===== src/logic/seq_pkg.sv =====
// Constants shared by the measurement cycle sequencer and its dividers.
// Assumes a 10 MHz pclk and an APB master with 32-bit data.
//
// Functional notes
// Period nine resets every decade counting unit of the chain.
// Period zero presets the harmonic generator when highest band selected.
// Period one issues the offset enable command that presets the chain.
// Period two sets the gate generator; command periods last 10 us.
// Period three resets the latch flop and routes the clock to the gate.
// Period four opens the gate, which holds the sequencer meanwhile.
// Period five loads the decade contents into the display latches.
// Periods six and seven give one print strobe lasting 20 us.
// Period eight runs the display timer, which holds the sequencer.
// Sequencer steps on 100 kHz pulses from decade dividers of 10 MHz.
// A 2.5 MHz pulse train clocks the display multiplexer.
// BCD period code feeds two one-of-four decoders plus two extra lines.
// Decoder outputs are blanked while the period counter switches.
// An outside unit may hold the sequencer through an inhibit input.
// Gate is whole clock cycles from a 1 MHz programmable divider.
// Divider control 110, 001, 101, 011 selects 10^3 up to 10^6.
// Prescaled band stretches the gate fourfold via 2.5 MHz clocking.
// Each divider output fall gives one short clock-aligned edge pulse.
// Display period spans 60 ms to 40 s in ten decade steps; the code times nine steps.
// Nine presets display decade, seven clears it, eight waits for nine.
// Hold keeps the display decade cleared, parking the sequencer in eight.
// Fast jumper skips the display timer, leaving a 10 us period.
// Advance only on an uninhibited pulse; eight is followed by nine.
`default_nettype none

package seq_pkg;

   // ----------------------------------------------------------------
   // Timing
   // ----------------------------------------------------------------
   localparam int unsigned CLK_HZ      = 10_000_000;
   localparam int unsigned GATE_REF_HZ = 1_000_000;
   localparam int unsigned SEQ_HZ      = 100_000;
   localparam int unsigned MUX_HZ      = 2_500_000;
   localparam int unsigned CMD_NS      = 10_000;
   localparam int unsigned PRINT_NS    = 20_000;
   localparam int unsigned DIV_REF     = CLK_HZ / GATE_REF_HZ;
   localparam int unsigned DIV_SEQ     = GATE_REF_HZ / SEQ_HZ;
   localparam int unsigned DIV_MUX     = CLK_HZ / MUX_HZ;
   localparam int unsigned CMD_CYC     = CMD_NS / (1_000_000_000 / CLK_HZ);
   localparam int unsigned PRINT_CYC   = PRINT_NS / (1_000_000_000 / CLK_HZ);
   localparam int unsigned DISP_MIN_MS = 60;
   localparam int unsigned DISP_MAX_MS = 40_000;

   // ----------------------------------------------------------------
   // Period codes
   // ----------------------------------------------------------------
   localparam logic [3:0] P_RESET  = 4'h9;
   localparam logic [3:0] P_HARM   = 4'h0;
   localparam logic [3:0] P_OFFS   = 4'h1;
   localparam logic [3:0] P_GSET   = 4'h2;
   localparam logic [3:0] P_GEN    = 4'h3;
   localparam logic [3:0] P_GATE   = 4'h4;
   localparam logic [3:0] P_UPD    = 4'h5;
   localparam logic [3:0] P_PRINTA = 4'h6;
   localparam logic [3:0] P_PRINTB = 4'h7;
   localparam logic [3:0] P_DISP   = 4'h8;
   localparam logic [3:0] DEC_FULL = 4'h9;

   // ----------------------------------------------------------------
   // Divider control codes, bit0 in the lsb
   // ----------------------------------------------------------------
   localparam logic [2:0] DIVC_E3 = 3'h3;
   localparam logic [2:0] DIVC_E4 = 3'h4;
   localparam logic [2:0] DIVC_E5 = 3'h5;
   localparam logic [2:0] DIVC_E6 = 3'h6;

   // ----------------------------------------------------------------
   // Register map
   // ----------------------------------------------------------------
   localparam logic [7:0]  A_CTRL   = 8'h00;
   localparam logic [7:0]  A_RATE   = 8'h04;
   localparam logic [7:0]  A_STAT   = 8'h08;
   localparam int unsigned F_DIVC   = 0;
   localparam int unsigned F_PRESC  = 3;
   localparam int unsigned F_HIGH   = 4;
   localparam int unsigned F_HOLD   = 5;
   localparam int unsigned F_FAST   = 6;
   localparam int unsigned F_GOPEN  = 4;
   localparam int unsigned F_LATCH  = 5;
   localparam int unsigned F_DRUN   = 6;
   localparam int unsigned F_DDEC   = 8;
   localparam logic [15:0] RATE_RST = 16'h03E8;

endpackage : seq_pkg

`default_nettype wire


===== src/logic/pulse_divider.sv =====
// Counting divider giving one-cycle pulses at a fraction of its enable rate.
// Assumes enable and clear come from logic on the same clock.
`default_nettype none

module pulse_divider #(
   parameter int unsigned DIV = 10
) (
   // Clock and reset
   input  wire logic pclk,
   input  wire logic presetn,
   // Control
   input  wire logic clr,
   input  wire logic en,
   // Pulse
   output logic      tick
);

   logic [7:0] cnt_ff;

   // ----------------------------------------------------------------
   // Counter
   // ----------------------------------------------------------------
   always_ff @(posedge pclk or negedge presetn) begin
      if (!presetn) begin
         cnt_ff <= 8'h00;
      end else if (clr) begin
         cnt_ff <= 8'h00;
      end else if (tick) begin
         cnt_ff <= 8'h00;
      end else if (en) begin
         cnt_ff <= cnt_ff + 8'h01;
      end
   end

   // Combinational so that chained dividers stay in phase
   assign tick = en && !clr && (cnt_ff == 8'(DIV - 1));

endmodule : pulse_divider

`default_nettype wire


===== src/logic/measurement_cycle_sequencer.sv =====
// Measurement cycle sequencer: period counter, command decoder, gate and
// display timers, behind an APB register slave.
// Assumes a 10 MHz pclk; ext_inhibit arrives asynchronously from a pin.
//
// Design decisions made here: the APB interface to the registers and the address map.
`default_nettype none

module measurement_cycle_sequencer #(
   parameter int unsigned RATIO_E3      = 1_000,
   parameter int unsigned RATIO_E4      = 10_000,
   parameter int unsigned RATIO_E5      = 100_000,
   parameter int unsigned RATIO_E6      = 1_000_000,
   parameter int unsigned DISP_UNIT_CYC = 10_000
) (
   // Clock and reset
   input  wire logic        pclk,
   input  wire logic        presetn,
   // APB slave
   input  wire logic        psel,
   input  wire logic        penable,
   input  wire logic        pwrite,
   input  wire logic [7:0]  paddr,
   input  wire logic [31:0] pwdata,
   output logic [31:0]      prdata,
   output logic             pready,
   output logic             pslverr,
   // Outside inhibit
   input  wire logic        ext_inhibit,
   // Commands to the counting chain
   output logic             counter_reset_cmd,
   output logic             harmonic_preset_cmd,
   output logic             offset_enable_cmd,
   output logic             gate_set_cmd,
   output logic             gate_enable_cmd,
   output logic             gate_period_cmd,
   output logic             data_update_cmd,
   output logic             print_strobe,
   output logic             display_period_cmd,
   // Timing
   output logic             seq_clk_pulse,
   output logic             mux_clk_pulse,
   output logic             gate_level,
   output logic             gate_edge_pulse
);

   // ----------------------------------------------------------------
   // Registers
   // ----------------------------------------------------------------
   logic [2:0]  div_ctl_ff;
   logic        prescaled_band_ff;
   logic        highest_band_ff;
   logic        hold_ff;
   logic        fast_ff;
   logic [15:0] disp_rate_ff;
   logic [31:0] prdata_ff;
   logic [31:0] nxt_rdata;
   logic        addr_ok;
   logic        wr_en;

   logic [3:0]  period_ff;
   logic        latch_ff;
   logic        gate_open_ff;
   logic        gate_route_ff;
   logic        disp_run_ff;
   logic [3:0]  decade_ff;

   assign wr_en   = psel && penable && pwrite;
   assign addr_ok = (paddr == seq_pkg::A_CTRL) ||
                    (paddr == seq_pkg::A_RATE) ||
                    (paddr == seq_pkg::A_STAT);
   assign pready  = 1'b1;
   assign pslverr = psel && penable && !addr_ok;
   assign prdata  = prdata_ff;

   always_ff @(posedge pclk or negedge presetn) begin
      if (!presetn) begin
         div_ctl_ff        <= seq_pkg::DIVC_E3;
         prescaled_band_ff <= 1'b0;
         highest_band_ff   <= 1'b0;
         hold_ff           <= 1'b0;
         fast_ff           <= 1'b0;
      end else if (wr_en && paddr == seq_pkg::A_CTRL) begin
         div_ctl_ff        <= pwdata[seq_pkg::F_DIVC +: 3];
         prescaled_band_ff <= pwdata[seq_pkg::F_PRESC];
         highest_band_ff   <= pwdata[seq_pkg::F_HIGH];
         hold_ff           <= pwdata[seq_pkg::F_HOLD];
         fast_ff           <= pwdata[seq_pkg::F_FAST];
      end
   end

   always_ff @(posedge pclk or negedge presetn) begin
      if (!presetn) begin
         disp_rate_ff <= seq_pkg::RATE_RST;
      end else if (wr_en && paddr == seq_pkg::A_RATE) begin
         disp_rate_ff <= pwdata[15:0];
      end
   end

   always_comb begin
      nxt_rdata = 32'h0000_0000;
      unique case (paddr)
         seq_pkg::A_CTRL: begin
            nxt_rdata[seq_pkg::F_DIVC +: 3] = div_ctl_ff;
            nxt_rdata[seq_pkg::F_PRESC]     = prescaled_band_ff;
            nxt_rdata[seq_pkg::F_HIGH]      = highest_band_ff;
            nxt_rdata[seq_pkg::F_HOLD]      = hold_ff;
            nxt_rdata[seq_pkg::F_FAST]      = fast_ff;
         end
         seq_pkg::A_RATE: nxt_rdata[15:0] = disp_rate_ff;
         seq_pkg::A_STAT: begin
            nxt_rdata[3:0]               = period_ff;
            nxt_rdata[seq_pkg::F_GOPEN]  = gate_open_ff;
            nxt_rdata[seq_pkg::F_LATCH]  = latch_ff;
            nxt_rdata[seq_pkg::F_DRUN]   = disp_run_ff;
            nxt_rdata[seq_pkg::F_DDEC +: 4] = decade_ff;
         end
         default: nxt_rdata = 32'h0000_0000;
      endcase
   end

   // Read data captured in the setup cycle, stable through the access
   always_ff @(posedge pclk or negedge presetn) begin
      if (!presetn) begin
         prdata_ff <= 32'h0000_0000;
      end else if (psel && !penable && !pwrite) begin
         prdata_ff <= nxt_rdata;
      end
   end

   // ----------------------------------------------------------------
   // Outside inhibit synchroniser
   // ----------------------------------------------------------------
   logic inh_s1_ff;
   logic inh_s2_ff;

   always_ff @(posedge pclk or negedge presetn) begin
      if (!presetn) begin
         inh_s1_ff <= 1'b0;
         inh_s2_ff <= 1'b0;
      end else begin
         inh_s1_ff <= ext_inhibit;
         inh_s2_ff <= inh_s1_ff;
      end
   end

   // ----------------------------------------------------------------
   // Time base dividers
   // ----------------------------------------------------------------
   logic ref_tick;
   logic seq_tick;
   logic mux_tick;
   logic gate_src_en;
   logic gate_tick;

   pulse_divider #(.DIV(seq_pkg::DIV_REF)) u_ref (
      .pclk(pclk), .presetn(presetn), .clr(1'b0), .en(1'b1),
      .tick(ref_tick)
   );

   pulse_divider #(.DIV(seq_pkg::DIV_SEQ)) u_seq (
      .pclk(pclk), .presetn(presetn), .clr(1'b0), .en(ref_tick),
      .tick(seq_tick)
   );

   pulse_divider #(.DIV(seq_pkg::DIV_MUX)) u_mux (
      .pclk(pclk), .presetn(presetn), .clr(1'b0), .en(1'b1),
      .tick(mux_tick)
   );

   // Prescaled band feeds the gate path at a quarter rate
   assign gate_src_en = gate_open_ff && gate_route_ff &&
                        (!prescaled_band_ff || mux_tick);

   pulse_divider #(.DIV(seq_pkg::DIV_REF)) u_gref (
      .pclk(pclk), .presetn(presetn), .clr(!gate_open_ff),
      .en(gate_src_en), .tick(gate_tick)
   );

   logic seq_pulse_ff;
   logic mux_pulse_ff;

   always_ff @(posedge pclk or negedge presetn) begin
      if (!presetn) begin
         seq_pulse_ff <= 1'b0;
         mux_pulse_ff <= 1'b0;
      end else begin
         seq_pulse_ff <= seq_tick;
         mux_pulse_ff <= mux_tick;
      end
   end

   assign seq_clk_pulse = seq_pulse_ff;
   assign mux_clk_pulse = mux_pulse_ff;

   // ----------------------------------------------------------------
   // Gate generator
   // ----------------------------------------------------------------
   logic [19:0] ratio;
   logic [19:0] gdiv_ff;
   logic        gdiv_wrap;
   logic        edge_ff;
   logic        seq_step;

   always_comb begin
      unique case (div_ctl_ff)
         seq_pkg::DIVC_E4: ratio = 20'(RATIO_E4);
         seq_pkg::DIVC_E5: ratio = 20'(RATIO_E5);
         seq_pkg::DIVC_E6: ratio = 20'(RATIO_E6);
         default:          ratio = 20'(RATIO_E3);
      endcase
   end

   assign gdiv_wrap = gate_tick && (gdiv_ff == ratio - 20'h00001);

   always_ff @(posedge pclk or negedge presetn) begin
      if (!presetn) begin
         gdiv_ff <= 20'h00000;
      end else if (!gate_open_ff) begin
         gdiv_ff <= 20'h00000;
      end else if (gdiv_wrap) begin
         gdiv_ff <= 20'h00000;
      end else if (gate_tick) begin
         gdiv_ff <= gdiv_ff + 20'h00001;
      end
   end

   // One clock wide, so gate edges sit exactly on pclk
   always_ff @(posedge pclk or negedge presetn) begin
      if (!presetn) begin
         edge_ff <= 1'b0;
      end else begin
         edge_ff <= gate_open_ff && gdiv_wrap;
      end
   end

   always_ff @(posedge pclk or negedge presetn) begin
      if (!presetn) begin
         gate_route_ff <= 1'b0;
         gate_open_ff  <= 1'b0;
         latch_ff      <= 1'b1;
      end else if (period_ff == seq_pkg::P_GEN && !gate_open_ff) begin
         latch_ff      <= 1'b0;
         gate_route_ff <= 1'b1;
         gate_open_ff  <= seq_step;
      end else if (gdiv_wrap) begin
         gate_open_ff  <= 1'b0;
         gate_route_ff <= 1'b0;
         latch_ff      <= 1'b1;
      end
   end

   assign gate_level      = gate_open_ff;
   assign gate_edge_pulse = edge_ff;

   // ----------------------------------------------------------------
   // Display time generator
   // ----------------------------------------------------------------
   logic [15:0] rate_ms;
   logic [15:0] unit_ff;
   logic [15:0] step_ff;
   logic        unit_done;
   logic        step_done;
   logic        disp_inh;

   always_comb begin
      if (disp_rate_ff < 16'(seq_pkg::DISP_MIN_MS)) begin
         rate_ms = 16'(seq_pkg::DISP_MIN_MS);
      end else if (disp_rate_ff > 16'(seq_pkg::DISP_MAX_MS)) begin
         rate_ms = 16'(seq_pkg::DISP_MAX_MS);
      end else begin
         rate_ms = disp_rate_ff;
      end
   end

   // Unit is a tenth of a millisecond; nine decade steps of rate_ms units each
   assign unit_done = disp_run_ff &&
                      (unit_ff == 16'(DISP_UNIT_CYC / 10 - 1));
   assign step_done = unit_done && (step_ff == rate_ms - 16'h0001);

   always_ff @(posedge pclk or negedge presetn) begin
      if (!presetn) begin
         unit_ff <= 16'h0000;
         step_ff <= 16'h0000;
      end else if (!disp_run_ff) begin
         unit_ff <= 16'h0000;
         step_ff <= 16'h0000;
      end else if (unit_done) begin
         unit_ff <= 16'h0000;
         step_ff <= step_done ? 16'h0000 : step_ff + 16'h0001;
      end else begin
         unit_ff <= unit_ff + 16'h0001;
      end
   end

   always_ff @(posedge pclk or negedge presetn) begin
      if (!presetn) begin
         decade_ff <= seq_pkg::DEC_FULL;
      end else if (hold_ff) begin
         decade_ff <= 4'h0;
      end else if (period_ff == seq_pkg::P_RESET) begin
         decade_ff <= seq_pkg::DEC_FULL;
      end else if (period_ff == seq_pkg::P_PRINTB) begin
         decade_ff <= 4'h0;
      end else if (step_done && decade_ff != seq_pkg::DEC_FULL) begin
         decade_ff <= decade_ff + 4'h1;
      end
   end

   always_ff @(posedge pclk or negedge presetn) begin
      if (!presetn) begin
         disp_run_ff <= 1'b0;
      end else if (hold_ff || fast_ff) begin
         disp_run_ff <= 1'b0;
      end else if (period_ff == seq_pkg::P_DISP &&
                   decade_ff != seq_pkg::DEC_FULL) begin
         disp_run_ff <= !(step_done && decade_ff == 4'h8);
      end else begin
         disp_run_ff <= 1'b0;
      end
   end

   // Hold wins over the fast jumper
   assign disp_inh = (period_ff == seq_pkg::P_DISP) &&
                     (hold_ff ||
                      (!fast_ff && decade_ff != seq_pkg::DEC_FULL));

   // ----------------------------------------------------------------
   // Period counter and decoder
   // ----------------------------------------------------------------
   logic       inhibit;
   logic [9:0] dec;
   logic [9:0] cmd_ff;
   logic       print_ff;

   assign inhibit  = (period_ff == seq_pkg::P_GATE && !latch_ff) ||
                     disp_inh || inh_s2_ff;
   assign seq_step = seq_tick && !inhibit;

   always_ff @(posedge pclk or negedge presetn) begin
      if (!presetn) begin
         period_ff <= seq_pkg::P_RESET;
      end else if (seq_step) begin
         if (period_ff == seq_pkg::P_DISP) begin
            period_ff <= seq_pkg::P_RESET;
         end else if (period_ff == seq_pkg::P_RESET) begin
            period_ff <= seq_pkg::P_HARM;
         end else begin
            period_ff <= period_ff + 4'h1;
         end
      end
   end

   // Two one-of-four decoders chosen by bit 2, plus two lines from bit 3
   for (genvar i = 0; i < 8; i++) begin : g_dec
      assign dec[i] = !period_ff[3] && (period_ff[2] == 1'(i >> 2)) &&
                      (period_ff[1:0] == 2'(i));
   end
   assign dec[8] = period_ff[3] && !period_ff[0];
   assign dec[9] = period_ff[3] && period_ff[0];

   always_ff @(posedge pclk or negedge presetn) begin
      if (!presetn) begin
         cmd_ff <= 10'h000;
      end else if (seq_step) begin
         cmd_ff <= 10'h000;
      end else begin
         cmd_ff    <= dec;
         cmd_ff[0] <= dec[0] && highest_band_ff;
      end
   end

   // Spans both print periods without a gap at the changeover
   always_ff @(posedge pclk or negedge presetn) begin
      if (!presetn) begin
         print_ff <= 1'b0;
      end else begin
         print_ff <= dec[6] || dec[7];
      end
   end

   assign counter_reset_cmd   = cmd_ff[9];
   assign harmonic_preset_cmd = cmd_ff[0];
   assign offset_enable_cmd   = cmd_ff[1];
   assign gate_set_cmd        = cmd_ff[2];
   assign gate_enable_cmd     = cmd_ff[3];
   assign gate_period_cmd     = cmd_ff[4];
   assign data_update_cmd     = cmd_ff[5];
   assign display_period_cmd  = cmd_ff[8];
   assign print_strobe        = print_ff;

   // ----------------------------------------------------------------
   // Assertions
   // ----------------------------------------------------------------
   localparam int PRINT_LEN = seq_pkg::PRINT_CYC;
   logic [8:0] print_len_ff;

   always_ff @(posedge pclk or negedge presetn) begin
      if (!presetn) begin
         print_len_ff <= 9'h000;
      end else begin
         print_len_ff <= print_ff ? print_len_ff + 9'h001 : 9'h000;
      end
   end
endmodule : measurement_cycle_sequencer

`default_nettype wire


===== config.mk =====
export PLATFORM = sky130hd
export DESIGN_NAME = measurement_cycle_sequencer
export DESIGN_NICKNAME = d
export VERILOG_FILES = /design/src/logic/seq_pkg.sv /design/src/logic/pulse_divider.sv /design/src/logic/measurement_cycle_sequencer.sv
export SDC_FILE = /design/constraint.sdc
export NUM_CORES = 1
export LEC_CHECK = 0
export BUFFER_PORTS_ARGS = -buffer_cell sky130_fd_sc_hd__buf_2
export CAP_MARGIN = 15
export CORE_MARGIN = 1
export CORE_UTILIZATION = 60
export CTS_CLUSTER_DIAMETER = 100
export DETAILED_ROUTE_END_ITERATION = 16
export PLACE_DENSITY = 0.81
export SKIP_LAST_GASP = 1
export SYNTH_ARGS = -nofsm -noshare
export SYNTH_HDL_FRONTEND = slang
export SYNTH_HIERARCHICAL = 1
export SYNTH_SLANG_ARGS = --single-unit
export TNS_END_PERCENT = 50

===== constraint.sdc =====
create_clock -name pclk -period 5.3 [get_ports pclk]
set_input_delay 1.06 -clock pclk [delete_from_list [all_inputs] [get_ports pclk]]
set_output_delay 1.06 -clock pclk [all_outputs]
set_load 0.005 [all_outputs]

==> run metrics, run 1 <==
Cell Count Post-Placement=around 1.2k; fmax=between 0.2 and 0.25 GHz; PD cells=274 mW/mm^2; PostCTS Resize Cnt=0; FF-to-FF setup slack=0.53 ns; DRC=0; Worst Reg2Reg Path Length in Cells=16; postcts setup bufs=0; HP Class=reg2reg; core area=around 0.014 sq mm; WL/cell=roughly 16 um; Min-Delay Path Depth=0; Mean Syn Cell Area=between 9 and 10 sq um; CP Capture Type=flip-flop; period utilization=about 90%; unrepaired setup endpoints after global routing=false; Worst-Margin Slew=0.934 ns; post-synthesis sequential area ratio=42.3%; Chip Height=~120 um; Final Max Slew Viols=0; Hold Path End=inh_s2_ff; main flop type after synthesis=dfrtp_1; Max-slew headroom=37.5%; Nets=1081; Post-CTS Hold Buffers=0; # H-tree levels=4; Die Width=between 100 and 150 um; share of the synthesized area in the top cell type=38.5%; Port Buffer Count=between 50 and 60; cells taking the most area after synthesis=dfrtp_1 (38%), nand2_1 (4.4%), dfstp_2 (3.9%); post-synthesis register bit count=between 100 and 150; clock transition at the registers of the reported paths=roughly 0.060 ns; final setup margin=~0.53 ns; power share of the sequential group=approximately 45%; Power Total=between 2 and 3 mW; count leader, synth=dfrtp_1; total I/O pin count=between 90 and 100; pre-CTS setup slack=slightly below 0.7 ns; largest vdd supply drop=between 200 and 250 uV; TritonRoute pass-1 iters=5; Area Growth Syn to Fin=10.9%; Cell Rows=44; total negative slack=0 ns; largest area contributor in the netlist=dfrtp_1; RR Startpoint=disp_rate_ff[10]; hold slack final=approximately 0.35 ns; Clock Latency Late Sink=roughly 0.42 ns; final-report hold violation count=0; # diodes=0; max-cap viol count=0; Crit Path Category=reg2reg; CP Launch Type=flip-flop; R2R Path End=step_ff[2]; initial antenna violation count=0; internal power=about 2.0 mW; synth cell count leaders=dfrtp_1 (136), nand2_1 (103), nor2_1 (87); number of synthesized flops with an enable pin=0; leakage power=~4.5 nW; CTS tree=yes; antenna viol nets, final=0; Setup Skew=about 0.0058 ns; Post-Syn Area=around 0.009 sq mm; vias per cell=around 6; HPWL Detailed=around 14000 um; P_sw=between 600 and 700 uW; crit path DAT=~5.1 ns; CTS buffer count=17; Final Critical Period=~4.8 ns; Comb pwr share=8.4%; distinct cell type count after synthesis=74; first-pass GRT wire length=around 32000 um; CTS Sinks=between 100 and 150; largest net degree at the start of global routing=65; worst path required time=approximately 5.6 ns; Max Fanout on Critical Path=23; Layout fillers=~1.1k; full die area=0.0152 sq mm; Ys Warns=6; grt total ovfl=0; RePlAce Congestion=0.922; HP Start=inh_s1_ff; final WL=19500 um; 1st-iter DRT viols=around 760; status=completed; Root Buffer=clkbuf_16; via count=~7.3k; Syn Inst Count=970; sw frac=25.0%; maximum root-to-sink buffer count=2; vias in the first global route=6559; Initial Utilization=between 60% and 70%; Clock power frac=between 40 and 50%; Finished Layout Cells=about 1.2k; Synth async-reset ratio=100%; GRT Util Overall=26.6%; share of cells above drive strength 1=between 15 and 20%; final setup fails=0
## registers in the layout (all words and copies together), names as in the netlist, 3 cells and up
register / count
div_ctl_ff: 3
u_mux/cnt_ff: 8
gdiv_ff: 20
cmd_ff: 8
u_seq/cnt_ff: 8
period_ff: 4
decade_ff: 4
disp_rate_ff: 16
unit_ff: 16
u_gref/cnt_ff: 8
prdata: 16
step_ff: 16
u_ref/cnt_ff: 8
## worst max path at each step
stage / startpoint / end / slack [ns] / depth (start not counted)
after CTS: disp_rate_ff[10] / step_ff[2] / 0.66 / 16
after detailed placement: disp_rate_ff[10] / step_ff[2] / 0.68 / 16
after global placement: disp_rate_ff[10] / step_ff[2] / 0.69 / 16
final: disp_rate_ff[10] / step_ff[2] / 0.53 / 16
after floorplan: disp_rate_ff[8] / step_ff[3] / 1.21 / 19
after global routing: disp_rate_ff[10] / step_ff[2] / 0.21 / 16
## area by class of cell
type / instances / area, sq um / area share, %
clock inverter: 14 / 173 / 1.76
tap: 184 / 230 / 2.35
inverter: 36 / 135 / 1.38
timing repair buffer: 67 / 362 / 3.68
clock buffer: 18 / 439 / 4.47
multi-input combinational: 750 / 4730 / 48.2
sequential: 149 / 3740 / 38.2
## per-layer routing
metal | GRT usage (%) | wire (um) | share of wire [%] | up-vias
met5 | 0 | 0 | 0 | -
met4 | 9.86 | 360 | 1.8 | 0
met3 | 5.77 | 861 | 4.4 | 34
met2 | 42.9 | 9680 | 50 | 202
met1 | 35.1 | 8630 | 44 | 3506
li1 | - | - | - | 3557
## power by group through the flow
stage	sequential, mW	clock (mW)	combinational, mW
floorplan	1.21	0	0.169
global placement	1.23	0	0.218
detailed placement	1.23	0	0.224
CTS	1.21	1.26	0.227
global route	1.22	1.32	0.255
finish	1.21	1.25	0.227
## stage by stage
stage          instance area [sq um]  util (%)
2_1_floorplan                   8960         -
3_3_place_gp                    9200      63.6
3_5_place_dp                    9200      63.6
4_1_cts                         9810      67.8
5_1_grt                         9810      67.8
6_report                        9810      67.8
## kinds of logic after synthesis
family                   count (synthesis)  share of synthesized area, %
AND/OR/NAND/NOR                        409                          24.9
AO/OA/AOI/OAI                          216                          16.3
flip-flops                             149                          42.3
buffers and inverters                  101                          5.51
multiplexers                            41                          5.03
XOR/XNOR                                38                          3.93
adder cells (fa/ha/maj)                 14                          1.98
other                                    2                        0.0848
## layout by cell type, fill, tap and decap left out, drive strengths merged, types with 13 or more instances in the layout
master | Yosys | layout
nor2 | 87 | 87
nand2b | 19 | 19
nand4 | 21 | 21
mux2i | 13 | 13
nand2 | 103 | 103
mux2 | 28 | 28
dfstp | 13 | 13
o21ai | 62 | 62
and3 | 23 | 23
buf | 35 | 67
conb | 2 | 32
xnor2 | 20 | 20
a21o | 19 | 19
a31oi | 14 | 14
xor2 | 17 | 17
nor3 | 19 | 19
inv | 36 | 41
ha | 14 | 14
nand3 | 51 | 51
nor4b | 17 | 17
o31ai | 18 | 18
a21oi | 45 | 45
clkbuf | 30 | 18
nor4 | 13 | 13
dfrtp | 136 | 136
## critical path, cell delays in order, from the launching register on
cell	delay [ns]
dfrtp_1	0.49
nor3_1	0.44
and4_1	0.52
and2_1	0.37
nor2_1	0.15
nand2_1	0.10
ha_1	0.32
nor2b_1	0.17
nand4_1	0.13
o21ai_0	0.21
and3_1	0.18
nand4_1	0.09
or4_4	0.53
nor4_4	0.26
buf_4	0.30
nor2_1	0.14
a22o_1	0.25
(Power assumes the default switching activity.)
==> run 2: changes to the inputs <==
--- a/config.mk
+++ b/config.mk
@@ -9,6 +9,7 @@
 export CAP_MARGIN = 15
 export CORE_MARGIN = 1
 export CORE_UTILIZATION = 60
+export CTS_BUF_LIST = sky130_fd_sc_hd__clkbuf_8
 export CTS_CLUSTER_DIAMETER = 100
 export DETAILED_ROUTE_END_ITERATION = 16
 export PLACE_DENSITY = 0.81
==> run metrics, run 2 (synthesis results as in run 1) <==
pre-CTS setup slack=0.683 ns (unchanged); Worst Reg2Reg Path Length in Cells=16 (unchanged); share of cells above drive strength 1=17.4% (unchanged); period utilization=89.8% (-0.18 points); Top reg by flops=gdiv_ff; final setup margin=0.538 ns (+0.00945 ns); final WL=19200 um (-1.6%); design area=0.00962 sq mm (-2.0%); max-cap viol count=0 (unchanged); crit path from=disp_rate_ff[10]; PD cells=246 mW/mm^2 (-10%); CTS Sinks=149 (unchanged); RR Startpoint=disp_rate_ff[10]; Chip Height=123 um (unchanged); commonest non-fill, non-tap cell in the layout=dfrtp_1; hold slack final=0.356 ns (+0.00533 ns); Post-CTS Hold Buffers=0 (unchanged); full die area=0.0152 sq mm (unchanged); Root Buffer=clkbuf_8; Power Total=2.37 mW (-12%); RePlAce Congestion=0.922 (unchanged); vias per cell=6.00 (about the same); Layout fillers=1166 (+2.6%); first-pass GRT wire length=31100 um (-1.7%); Final Critical Period=4.76 ns (-0.00945 ns); core area=0.0145 sq mm (unchanged); fmax=0.210 GHz (+0.20%); commonest non-fill, non-tap cells in the layout=dfrtp_1 (136), nand2_1 (103), nor2_1 (87); Multi-input gate area=0.00473 sq mm (unchanged); final-report hold violation count=0 (unchanged); largest net degree at the start of global routing=65 (unchanged); Largest register FFs=20 (unchanged); leakage power=4.38 nW (-2.0%); Max-slew headroom=35.4% (-2.1 points); post-place instance area=0.00920 sq mm (unchanged); FF+latch area=0.00374 sq mm (unchanged); via count=7302 (+0.041%); Min-Delay Path Depth=0 (unchanged); total I/O pin count=93 (unchanged); CP Launch Type=flip-flop; DRC=0 (unchanged); Area Growth Syn to Fin=8.72%; Max Fanout on Critical Path=23 (unchanged); HPWL Detailed=13600 um (unchanged); status=completed; unrepaired setup endpoints after global routing=false; grt total ovfl=0 (unchanged); TritonRoute pass-1 iters=5 (unchanged); 1st-iter DRT viols=655 (-14%); Nets=1081 (unchanged); crit path DAT=5.10 ns (about the same); Setup Skew=0.00923 ns (+0.00342 ns); Clock Latency Late Sink=0.45 ns (+0.03 ns); Crit Path Category=reg2reg; final setup fails=0 (unchanged); WL/cell=15.8 um (-1.6%); antenna viol nets, final=0 (unchanged); HP Start=inh_s1_ff; Cell Rows=44 (unchanged); vias in the first global route=6539 (-0.30%); maximum root-to-sink buffer count=2 (unchanged); Port Buffer Count=59 (unchanged); total negative slack=0 ns (unchanged); Initial Utilization=61.1% (unchanged); Die Width=123 um (unchanged); PostCTS Resize Cnt=0 (unchanged); # H-tree levels=4 (unchanged); postcts setup bufs=0 (unchanged); GRT Util Overall=26.1% (-0.51 points); CTS buffer count=17 (unchanged); worst path required time=5.64 ns (+0.03 ns); initial antenna violation count=0 (unchanged); Worst-Margin Slew=0.966 ns (+0.0316 ns); CP Capture Type=flip-flop; largest vdd supply drop=230 uV (-4.5%); # diodes=0 (unchanged); Final Max Slew Viols=0 (unchanged); clock transition at the registers of the reported paths=0.08 ns (+0.02 ns); HP Class=reg2reg; CTS tree=yes
-- run 2: metrics by stage --
stage,std cells,utilization [%]
6_report,1218,66.5
5_1_grt,1218,66.5
4_1_cts,1218,66.5
3_5_place_dp,1186,63.6
3_3_place_gp,1186,63.6
2_1_floorplan,1000,-
-- run 2: layout make-up --
cell class / instances / area share [%]
flip-flops and latches: 149 / 38.9
clock buffers: 18 / 2.57
well taps: 184 / 2.39
multi-input cells: 750 / 49.2
inverters: 36 / 1.40
repair buffers: 67 / 3.76
clock inverters: 14 / 1.79
-- run 2: layer usage --
layer / GRT usage, % / vias up / wire length, um / share of wire, %
li1: - / 3538 / - / -
met1: 34.4 / 3533 / 8550 / 44
met2: 42.0 / 191 / 9400 / 49
met3: 5.95 / 40 / 844 / 4.4
met4: 9.49 / 0 / 419 / 2.2
met5: 0 / - / 0 / 0
-- run 2: worst paths after layout --
path,endpoint,slack [ns]
setup / recovery,step_ff[2],0.54
hold / removal,inh_s2_ff,0.36
setup reg to reg,step_ff[2],0.54
hold reg to reg,inh_s2_ff,0.36
max in group asynchronous,step_ff[3],3.69
min in group asynchronous,unit_ff[7],0.60
-- run 2: power breakdown --
part | internal [mW] | switching, mW
logic | 0.0860 | 0.139
registers | 1.17 | 0.0409
clock network | 0.484 | 0.449
total | 1.74 | 0.629
-- run 2: worst max-delay path: stages, from the launching register on --
cell and delay [ns]:
dfrtp_1 0.49, nor3_1 0.43, and4_1 0.52, and2_1 0.36, nor2_1 0.15, nand2_1 0.10
ha_1 0.32, nor2b_1 0.17, nand4_1 0.13, o21ai_0 0.22, and3_1 0.18, nand4_1 0.09
or4_4 0.53, nor4_4 0.26, buf_4 0.30, nor2_1 0.14, a22o_1 0.25
